==> config.mk <==
export PLATFORM = sky130hd
export DESIGN_NAME = root_hub_descriptor_a
export DESIGN_NICKNAME = d
export VERILOG_FILES = /design/src/hdl/rh_desc_pkg.sv /design/src/hdl/root_hub_descriptor_a.sv
export SDC_FILE = /design/constraint.sdc
export NUM_CORES = 1
export LEC_CHECK = 0
export BUFFER_PORTS_ARGS = -buffer_cell sky130_fd_sc_hd__buf_2
export CORE_AREA = 2 2 68 70
export CTS_CLUSTER_DIAMETER = 200
export DETAILED_ROUTE_END_ITERATION = 7
export DIE_AREA = 0 0 70 72
export PLACE_DENSITY = 0.73
export SYNTH_ARGS = -nofsm -noshare
export SYNTH_HDL_FRONTEND = slang
export SYNTH_SLANG_ARGS = --single-unit
==> constraint.sdc <==
create_clock -name CLK_SYS -period 1.7 [get_ports CLK_SYS]
set_input_delay 0.17 -clock CLK_SYS [delete_from_list [all_inputs] [get_ports CLK_SYS]]
set_output_delay 0.17 -clock CLK_SYS [all_outputs]
set_load 0.02 [all_outputs]
==> src/hdl/rh_desc_pkg.sv <==
// What this block does
// - Power-good delay byte, units of 2 ms.
// - Bit 12 set means no overcurrent reporting.
// - Bit 11 selects collective or per-port overcurrent.
// - Overcurrent mode resets equal to switch mode.
// - Compound device bit always reads zero.
// - Bit 8 selects ganged or individual switching.
// - With bit 8 set and bit 9 clear, masked ports obey only per-port power commands.
// - Downstream port count, at most two.
// - Read command 12h, write command 92h.
// - Writes accepted in any USB state.
package rh_desc_pkg;
   localparam logic [7:0] CMD_READ = 8'h12;
   localparam logic [7:0] CMD_WRITE = 8'h92;
   localparam int POWER_GOOD_LSB = 24;
   localparam int NO_OC_BIT = 12;
   localparam int OC_MODE_BIT = 11;
   localparam int COMPOUND_BIT = 10;
   localparam int NO_PSW_BIT = 9;
   localparam int PSW_MODE_BIT = 8;
   localparam int PORT_COUNT_LSB = 0;
   localparam int POWER_GOOD_UNIT_MS = 2;
   localparam logic [7:0] RESET_POWER_GOOD = 8'h01;
   localparam logic RESET_NO_OC = 1'b0;
   localparam logic RESET_NO_PSW = 1'b0;
   localparam logic RESET_PSW_MODE = 1'b1;
   localparam logic [1:0] MAX_PORTS = 2'h2;
   localparam int NUM_PORTS = 2;
endpackage

==> src/hdl/root_hub_descriptor_a.sv <==
`timescale 1ns/1ps
`default_nettype none
module root_hub_descriptor_a (
   input wire logic CLK_SYS, // System clock, 125 MHz.
   input wire logic RST, // Asynchronous reset, active high.
   input wire logic CMD_VALID, // One-cycle command strobe.
   input wire logic [7:0] CMD_CODE, // Command code.
   input wire logic [31:0] WR_DATA, // Write data with the command.
   input wire logic [1:0] PORT_COUNT_STRAP, // Fitted downstream ports.
   input wire logic GLOBAL_POWER_ON, // Pulse, global power on.
   input wire logic GLOBAL_POWER_OFF, // Pulse, global power off.
   input wire logic [2:0] PORT_POWER_MASK, // Per-port mask, bit 0 unused.
   input wire logic [2:0] PORT_POWER_SET, // Pulse per port, power on.
   input wire logic [2:0] PORT_POWER_CLR, // Pulse per port, power off.
   output logic [31:0] RD_DATA, // Register read value.
   output logic RD_VALID, // One-cycle read answer strobe.
   output logic [7:0] POWER_GOOD_DELAY, // Delay field in 2 ms units.
   output logic OC_REPORT_PER_PORT, // Per-port overcurrent reporting active.
   output logic OC_REPORT_NONE, // No overcurrent reporting.
   output logic [2:0] PORT_POWER // Port power state, bit 0 unused.
);
   logic [7:0] power_good_delay;
   logic no_overcurrent_support;
   logic overcurrent_report_mode;
   logic no_power_switching;
   logic power_switch_mode;
   logic [1:0] downstream_port_count;
   logic [2:0] port_power;
   logic [2:0] next_port_power;
   logic [31:0] reg_value;
   logic [1:0] strap_limited;
   wire is_write = CMD_VALID && (CMD_CODE == rh_desc_pkg::CMD_WRITE);
   wire is_read = CMD_VALID && (CMD_CODE == rh_desc_pkg::CMD_READ);
   assign strap_limited = (PORT_COUNT_STRAP > rh_desc_pkg::MAX_PORTS) ?
      rh_desc_pkg::MAX_PORTS : PORT_COUNT_STRAP;
   always_comb begin
      reg_value = 32'h0;
      reg_value[rh_desc_pkg::POWER_GOOD_LSB +: 8] = power_good_delay;
      reg_value[rh_desc_pkg::NO_OC_BIT] = no_overcurrent_support;
      reg_value[rh_desc_pkg::OC_MODE_BIT] = overcurrent_report_mode;
      reg_value[rh_desc_pkg::COMPOUND_BIT] = 1'b0;
      reg_value[rh_desc_pkg::NO_PSW_BIT] = no_power_switching;
      reg_value[rh_desc_pkg::PSW_MODE_BIT] = power_switch_mode;
      reg_value[rh_desc_pkg::PORT_COUNT_LSB +: 2] = downstream_port_count;
   end
   always_comb begin
      next_port_power = port_power;
      for (int i = 1; i <= rh_desc_pkg::NUM_PORTS; i++) begin
         if (no_power_switching) begin
            next_port_power[i] = 1'b1;
         end else if (power_switch_mode && PORT_POWER_MASK[i]) begin
            if (PORT_POWER_SET[i]) begin
               next_port_power[i] = 1'b1;
            end else if (PORT_POWER_CLR[i]) begin
               next_port_power[i] = 1'b0;
            end
         end else begin
            if (GLOBAL_POWER_ON) begin
               next_port_power[i] = 1'b1;
            end else if (GLOBAL_POWER_OFF) begin
               next_port_power[i] = 1'b0;
            end
         end
      end
      next_port_power[0] = 1'b0;
   end
   always_ff @(posedge CLK_SYS or posedge RST) begin
      if (RST) begin
         power_good_delay <= rh_desc_pkg::RESET_POWER_GOOD;
         no_overcurrent_support <= rh_desc_pkg::RESET_NO_OC;
         overcurrent_report_mode <= rh_desc_pkg::RESET_PSW_MODE;
         no_power_switching <= rh_desc_pkg::RESET_NO_PSW;
         power_switch_mode <= rh_desc_pkg::RESET_PSW_MODE;
      end else if (is_write) begin
         power_good_delay <= WR_DATA[rh_desc_pkg::POWER_GOOD_LSB +: 8];
         no_overcurrent_support <= WR_DATA[rh_desc_pkg::NO_OC_BIT];
         overcurrent_report_mode <= WR_DATA[rh_desc_pkg::OC_MODE_BIT];
         no_power_switching <= WR_DATA[rh_desc_pkg::NO_PSW_BIT];
         power_switch_mode <= WR_DATA[rh_desc_pkg::PSW_MODE_BIT];
      end
   end
   // The port count is read-only; it follows the board strap, clipped to two.
   always_ff @(posedge CLK_SYS or posedge RST) begin
      if (RST) begin
         downstream_port_count <= 2'h0;
      end else begin
         downstream_port_count <= strap_limited;
      end
   end
   always_ff @(posedge CLK_SYS or posedge RST) begin
      if (RST) begin
         port_power <= 3'h0;
         RD_DATA <= 32'h0;
         RD_VALID <= 1'b0;
         POWER_GOOD_DELAY <= 8'h0;
         OC_REPORT_PER_PORT <= 1'b0;
         OC_REPORT_NONE <= 1'b0;
         PORT_POWER <= 3'h0;
      end else begin
         port_power <= next_port_power;
         RD_VALID <= is_read;
         if (is_read) begin
            RD_DATA <= reg_value;
         end
         POWER_GOOD_DELAY <= power_good_delay;
         OC_REPORT_PER_PORT <= !no_overcurrent_support && overcurrent_report_mode;
         OC_REPORT_NONE <= no_overcurrent_support;
         PORT_POWER <= next_port_power;
      end
   end
endmodule
`default_nettype wire

# Yosys cells after proc, flatten, opt, wreduce, memory -nomap -nowiden
# Index checks and enable logic that the tools add are counted.
# word_totals
register_bits,41
input_bits,56
output_inout_bits,46
# op_classes
order_cmp,1
n_mux,11
reduce_logical,10
n_eq_ne,4
# op_table
cell,count
two-way mux 1 bit,10
== test 8 x 5 -> 1 bit (second input constant),1
== test 8 bit (second input constant),1
!= test 4 bit (second input constant),2
nonzero test 4 bit,2
logical AND 1 bit,5
AND reduction 2 bit,2
greater-than comparator 2 bit (second input constant),1
two-way mux 2 bit,1
zero test 1 bit,1

# Depth between registers and ports, before layout
# Gate-level depths: netlist of the first run.
# depth
word_depth,4
mapped_depth,5
depth_no_buf,3

# Worst setup path before layout of the first run
# OpenSTA, ideal clock, no wires.
# synth_timing
path_type,input to register
start,input port CMD_CODE[0]
end,register RD_DATA[0]
required_time_ns,1.575
stages,5
slack_ns,0.379
t_arrival_ns,1.196
path_cell_list,nor4b_2 -> and3b_1 -> buf_6 -> buf_6 -> mux2_2
# synth_via
elab_chain_len,2
# synth_rtl
item,line_no,rtl
start: declaration,root_hub_descriptor_a.sv:7,"input wire logic [7:0] CMD_CODE,"
== test 8 x 5 -> 1 bit,root_hub_descriptor_a.sv:33,wire is_read = CMD_VALID && (CMD_CODE == rh_desc_pkg::CMD_READ);
logical AND 1 bit,root_hub_descriptor_a.sv:33,
net is_read,root_hub_descriptor_a.sv:33,
end signal: assignment,root_hub_descriptor_a.sv:103,RD_DATA <= reg_value;
end: declaration,root_hub_descriptor_a.sv:15,"output logic [31:0] RD_DATA,"
# The timed path passes the listed nets, and every way through them passes these cells.
# A chain may end at the register's enable or synchronous reset.

# Worst setup path in the final report of the first run
# layout_timing
start,input port CMD_CODE[0]
end,register RD_DATA[30]
# layout_via
elab_chain_len,2
# layout_rtl
item,line_no
== test 8 x 5 -> 1 bit,root_hub_descriptor_a.sv:33
logical AND 1 bit,root_hub_descriptor_a.sv:33
# Every way passes these cells.

==> results of run 1 <==
[flip-flops by register name, indices dropped and copies added, names as in the netlist]
signal                   flops
RD_DATA                     14
no_power_switching           1
overcurrent_report_mode      1
OC_REPORT_PER_PORT           1
downstream_port_count        2
RD_VALID                     1
POWER_GOOD_DELAY             8
no_overcurrent_support       1
power_good_delay             8
OC_REPORT_NONE               1
power_switch_mode            1
port_power                   2
[how the worst min path moves through the flow]
stage | end | depth (start not counted)
floorplan | downstream_port_count[0] | 1
global placement | downstream_port_count[1] | 1
detailed placement | downstream_port_count[1] | 1
CTS | RD_DATA[1] | 3
global route | downstream_port_count[0] | 3
finish | RD_DATA[25] | 3
[cell type report]
class                           count  area, um2
Fill cell                         400       2210
Sequential cell                    41       1030
Multi-Input combinational cell     61        493
Timing Repair Buffer               63        340
Clock buffer                        6       82.6
Tap cell                           52       65.1
Clock inverter                      2       37.5
Inverter                            2       7.51
[repair_timing]
item                                   4_1_cts  5_1_grt
hold buffers                                 1        0
endpoints found under the hold margin        1        0
gates resized for setup                      0        0
[per-stage QoR]
| step | setup WS, ns | utilization, % | power (mW) | hold slack, ns |
|---|---|---|---|---|
| 5_1_grt | 0.475 | 48.2 | 2.10 | 0.0473 |
| 6_report | 0.549 | 48.2 | 2.00 | -0.00251 |
| 3_3_place_gp | 0.273 | 45.2 | 1.21 | 0.295 |
| 3_5_place_dp | 0.221 | 45.2 | 1.22 | 0.300 |
| 4_1_cts | 0.540 | 48.2 | 2.04 | 0.00236 |
| 2_1_floorplan | 0.379 | - | 1.18 | 0.236 |
[synthesized netlist by cell type]
master	number
nand2_1	2
mux2_2	26
nor4b_2	1
dfrtp_1	38
dfstp_2	3
conb_1	1
clkbuf_1	1
nor4bb_4	1
buf_4	20
and3b_1	1
buf_6	2
inv_1	2
nor3_1	2
nor2b_1	4
a221oi_1	2
o21bai_1	2
nand3_1	1
[kinds of logic after synthesis]
family,count (synthesis)
muxes,26
and+or+nand+nor,12
buffers and inverters,25
AOI/OAI and AO/OA,4
DFF,41
other,1
[tightest hold or removal path, cell delays in order]
cell and delay, ns:
buf_2 0.09, inv_1 0.04, buf_4 0.43
[where the power goes]
part | internal (mW) | switching (mW) | leakage [nW] | total (mW)
clock | 0.477 | 0.323 | 0.0574 | 0.800
combinational | 0.0646 | 0.106 | 0.550 | 0.171
sequential | 1.01 | 0.0179 | 0.548 | 1.03
total | 1.55 | 0.447 | 1.16 | 2.00
[metal layers]
layer | vias up | part of all wire [%] | global-route usage, %
li1 | 459 | - | -
met1 | 485 | 41 | 12.9
met2 | 53 | 48 | 19.4
met3 | 5 | 10 | 5.56
met4 | 0 | 1.1 | 4.49
met5 | - | 0 | 0
==> reports/metrics.csv, run 1 <==
metric,value,unit
status,"complete, but fails checks",
violated checks,negative hold slack,
WP data required,1.88,ns
dominant cells by area after synthesis,"dfrtp_1 (58%), mux2_2 (18%), buf_4 (9.2%), dfstp_2 (4.8%), nor2b_1 (1.5%)",
Hold Slack,-0.00251,ns
VDD IR max,0.000647,V
worst setup path end,RD_DATA[30],
Placement Rows,24,
"Distinct cells, synth",17,
IO buf count,59,
multiplexer share of the synthesized area,17.9,%
Yosys top cell area share,58.0,%
TritonRoute pass-1 iters,2,
GRT overflow,0,
Non-Filler Instances,227,
crit path max fanout,15,
Nets,230,
initial core utilization,38.4,%
CTS root buf,clkbuf_8,
die height,72,um
crit path kind,input port to register,
Synth warnings,0,
CORE AREA,4260,um2
CTS buffer count,5,
total track usage,11.6,%
Critical R2R Capture,port_power[1],
Max-Cap Viols,0,
FF-to-FF Start,power_switch_mode,
"Avg Cell Area, Syn",15.0,um2
# setup viols final,0,
Slew HR,65.7,%
vias per inst,4.41,
Slowest cell on crit path,mux2_2,
htree depth,2,
Crit path max-delay family,simple AND/OR/NAND/NOR gates,
compound-cell area share of the yosys netlist,1.98,%
DRC,0,
fraction of layout cells with a size suffix above 1,57.7,%
gate count of the mapped netlist,109,
placed wire-length estimate,2000,um
highest attainable clock frequency,869,MHz
Worst-Margin Slew,0.514,ns
Die ar.,5040,um2
Final Max Slew Viols,0,
initial antenna violation count,0,
R2R Setup Slk,0.67,ns
"Reg clk slew, reported paths",0.08,ns
FF-to-FF path depth,3,
CP cell instances,buf_2 > nor4b_2 > and3b_1 > buf_12 > mux2_2,
CP Launch Type,input port,
placed cells,218,
RSZ-0062 raised after global routing,no,
Synth-to-Final Area Change,25.4,%
Post-CTS Setup Bufs,0,
global-route wire length before repair,4540,um
period utilization,67.7,%
Boundary Pins,102,
final WL,2790,um
gp weighted congestion,0.812,
number of global-route vias before repair,1008,
"Hold Vio Cnt, Final",2,
sequential fraction of the synthesis area,62.8,%
Post-Synth XOR/XNOR Area,0,%
hold crit path type,input port to async pin,
largest net degree at the start of global routing,42,
Cell Pwr Density,972,nW/um2
clk sink count,41,
setup tns final,0,ns
Crit path depth,5,
"commonest cells after routing, fill and taps aside","buf_2 (59), dfrtp_1 (38), mux2_2 (26)",
CP max stage delay,0.34,ns
crit path from,CMD_CODE[0],
Post-Syn Area,1640,um2
Area after DPL,1930,um2
DRC violation total after the first TritonRoute iteration,39,
Worst setup EP type,register,
"Design Area, Final",2060,um2
final worst path period need,1.15,ns
die width,70,um
CTS tree,done,
ANT nets after route,0,
skew final,0.00419,ns
"leading cell type in the layout, fill and taps excluded",buf_2,
CP arrival,1.33,ns
adder-cell share of the synthesized area,0,%
Max Buffers Root-to-Sink,2,
Ant. Diodes,0,
Synth Area in Simple Gates,5.88,%
Seq cells post-synth,41,
routed len/inst,12.3,um
"Clk Latency, worst-skew pair",0.29,ns
largest family of logic cells by synthesized area,multiplexers,
leakage,1.16,nW
leading area contributor after synthesis,dfrtp_1,
Via Count,1002,
Buf/Inv on CP,2,
No activity file was read; power rests on OpenSTA's default activity.
==> run 2, diff against run 1 <==
==> constraint.sdc (replaced) <==
create_clock -name CLK_SYS -period 1.1 [get_ports CLK_SYS]
set_input_delay 0.11 -clock CLK_SYS [delete_from_list [all_inputs] [get_ports CLK_SYS]]
set_output_delay 0.11 -clock CLK_SYS [all_outputs]
set_load 0.02 [all_outputs]
==> reports/metrics.csv, run 2 (synthesis gave the netlist of run 1 again) <==
metric,value,unit
status,"complete, but fails checks",
violated checks,negative setup slack,
TritonRoute pass-1 iters,2,
initial core utilization,38.4,%
WP data required,1.27,ns
hold depth,2,
Final Max Slew Viols,0,
crit path max fanout,7,
hold crit path type,input port to register,
fraction of layout cells with a size suffix above 1,57.1,%
clock share of power,34.1,%
DRC,0,
"Design Area, Final",2150,um2
setup slack after layout,-0.000477,ns
# fillers,377,
Post-CTS Setup Bufs,0,
Nets,232,
Worst setup EP type,register,
total track usage,11.7,%
hold_sp,WR_DATA[28],
"leading cell type in the layout, fill and taps excluded",buf_2,
pre-CTS setup slack,-0.298,ns
highest attainable clock frequency,909,MHz
final worst path period need,1.10,ns
placed cells,218,
"Reg clk slew, reported paths",0.07,ns
Max-Cap Viols,0,
Max Buffers Root-to-Sink,2,
Critical R2R Capture,port_power[1],
Internal,2.19,mW
placed wire-length estimate,2050,um
gp weighted congestion,0.680,
R2R Setup Slk,0.10,ns
CTS root buf,clkbuf_8,
vias per inst,4.37,
die width,70,um
routed len/inst,12.5,um
"commonest cells after routing, fill and taps aside","buf_2 (57), dfrtp_1 (38), conb_1 (19)",
Cell Pwr Density,1320,nW/um2
die height,72,um
Via Count,1000,
period utilization,100,%
"Clk Latency, worst-skew pair",0.29,ns
FF-to-FF Start,power_switch_mode,
Worst Hold End,power_good_delay[4],
Tot Pwr,2.84,mW
largest net degree at the start of global routing,42,
Boundary Pins,102,
biggest regs,"RD_DATA (14), POWER_GOOD_DELAY (8), power_good_delay (8)",
CP Launch Type,input port,
global-route wire length before repair,4580,um
Seq pwr share,55.9,%
# setup viols final,1,
"Most flops, register",RD_DATA,
setup tns final,-0.000477,ns
final WL,2870,um
VDD IR max,0.000766,V
ANT nets after route,0,
Placement Rows,24,
crit path kind,input port to register,
CTS tree,done,
skew final,0.00577,ns
Die ar.,5040,um2
"Hold Vio Cnt, Final",0,
leakage,1.19,nW
Non-Filler Instances,229,
number of global-route vias before repair,1044,
Synth-to-Final Area Change,31.1,%
flip-flop count of the largest register after layout,14,
switching part of the total power,23.0,%
DRC violation total after the first TritonRoute iteration,30,
initial antenna violation count,0,
Sequential Area,1030,um2
htree depth,2,
RSZ-0062 raised after global routing,yes,
clk sink count,41,
Area after DPL,1980,um2
GRT overflow,0,
IO buf count,59,
CORE AREA,4260,um2
CTS buffer count,5,
CP arrival,1.27,ns
Comb power frac,10.0,%
FF-to-FF path depth,3,
Ant. Diodes,0,
area of the multi-input gates,556,um2
sw power,654,uW
[run 2: cell types whose count changed in the layout (fill, tap and decap cells not counted), sizes merged]
cell	before	now
clkinvlp	1	0
dlygate4sd3	1	2
clkbuf	6	9
bufinv	1	0
[run 2: cell type report]
type                       count  area share [%]
timing repair buffer          65            18.6
clock buffer                   8            4.19
multi-input combinational     61            25.9
inverter                       2           0.349
tap                           52            3.03
sequential                    41            47.9
[run 2: critical path: stages]
cell and delay, ns:
buf_2 0.11, nor4b_4 0.27, and3b_2 0.30, clkbuf_16 0.18, mux2_4 0.29
[run 2: stage by stage]
stage / hold slack [ns] / utilization (%)
floorplan: 0.176 / -
global placement: 0.179 / 46.4
detailed placement: 0.181 / 46.4
CTS: 0.0413 / 49.0
global route: 0.0422 / 50.4
finish: 0.0540 / 50.4
[run 2: metal layers]
layer  vias up  global-route usage (%)  wire, um
li1        461                       -         -
met4         0                    5.13        18
met1       483                    14.1      1210
met3         4                    4.72       259
met5         -                       0         0
met2        52                    18.7      1380
[run 2: worst max path at each step]
stage | slack [ns] | start | depth (start not counted) | end
final | -0.0005 | CMD_CODE[0] | 5 | RD_DATA[26]
after global routing | -0.04 | CMD_CODE[6] | 5 | RD_DATA[1]
after CTS | 0.01 | CMD_CODE[5] | 5 | RD_DATA[30]
after detailed placement | -0.30 | CMD_CODE[5] | 5 | RD_DATA[28]
after global placement | -0.27 | CMD_CODE[5] | 5 | RD_DATA[29]
after floorplan | -0.15 | CMD_CODE[5] | 5 | RD_DATA[0]
[run 2: what timing repair did]
item                                    in CTS  in global routing
hold buffers                                 2                  0
endpoints found under the hold margin       40                  0
endpoints found under the setup margin       0                 14
gates resized for setup                      0                  8
[run 2: power by group through the flow]
stage	sequential [mW]	combinational, mW	clock (mW)
after global placement	1.62	0.272	0
after CTS	1.59	0.284	1.02
final	1.59	0.285	0.969
after global routing	1.60	0.311	1.08
after floorplan	1.65	0.183	0
after detailed placement	1.62	0.279	0
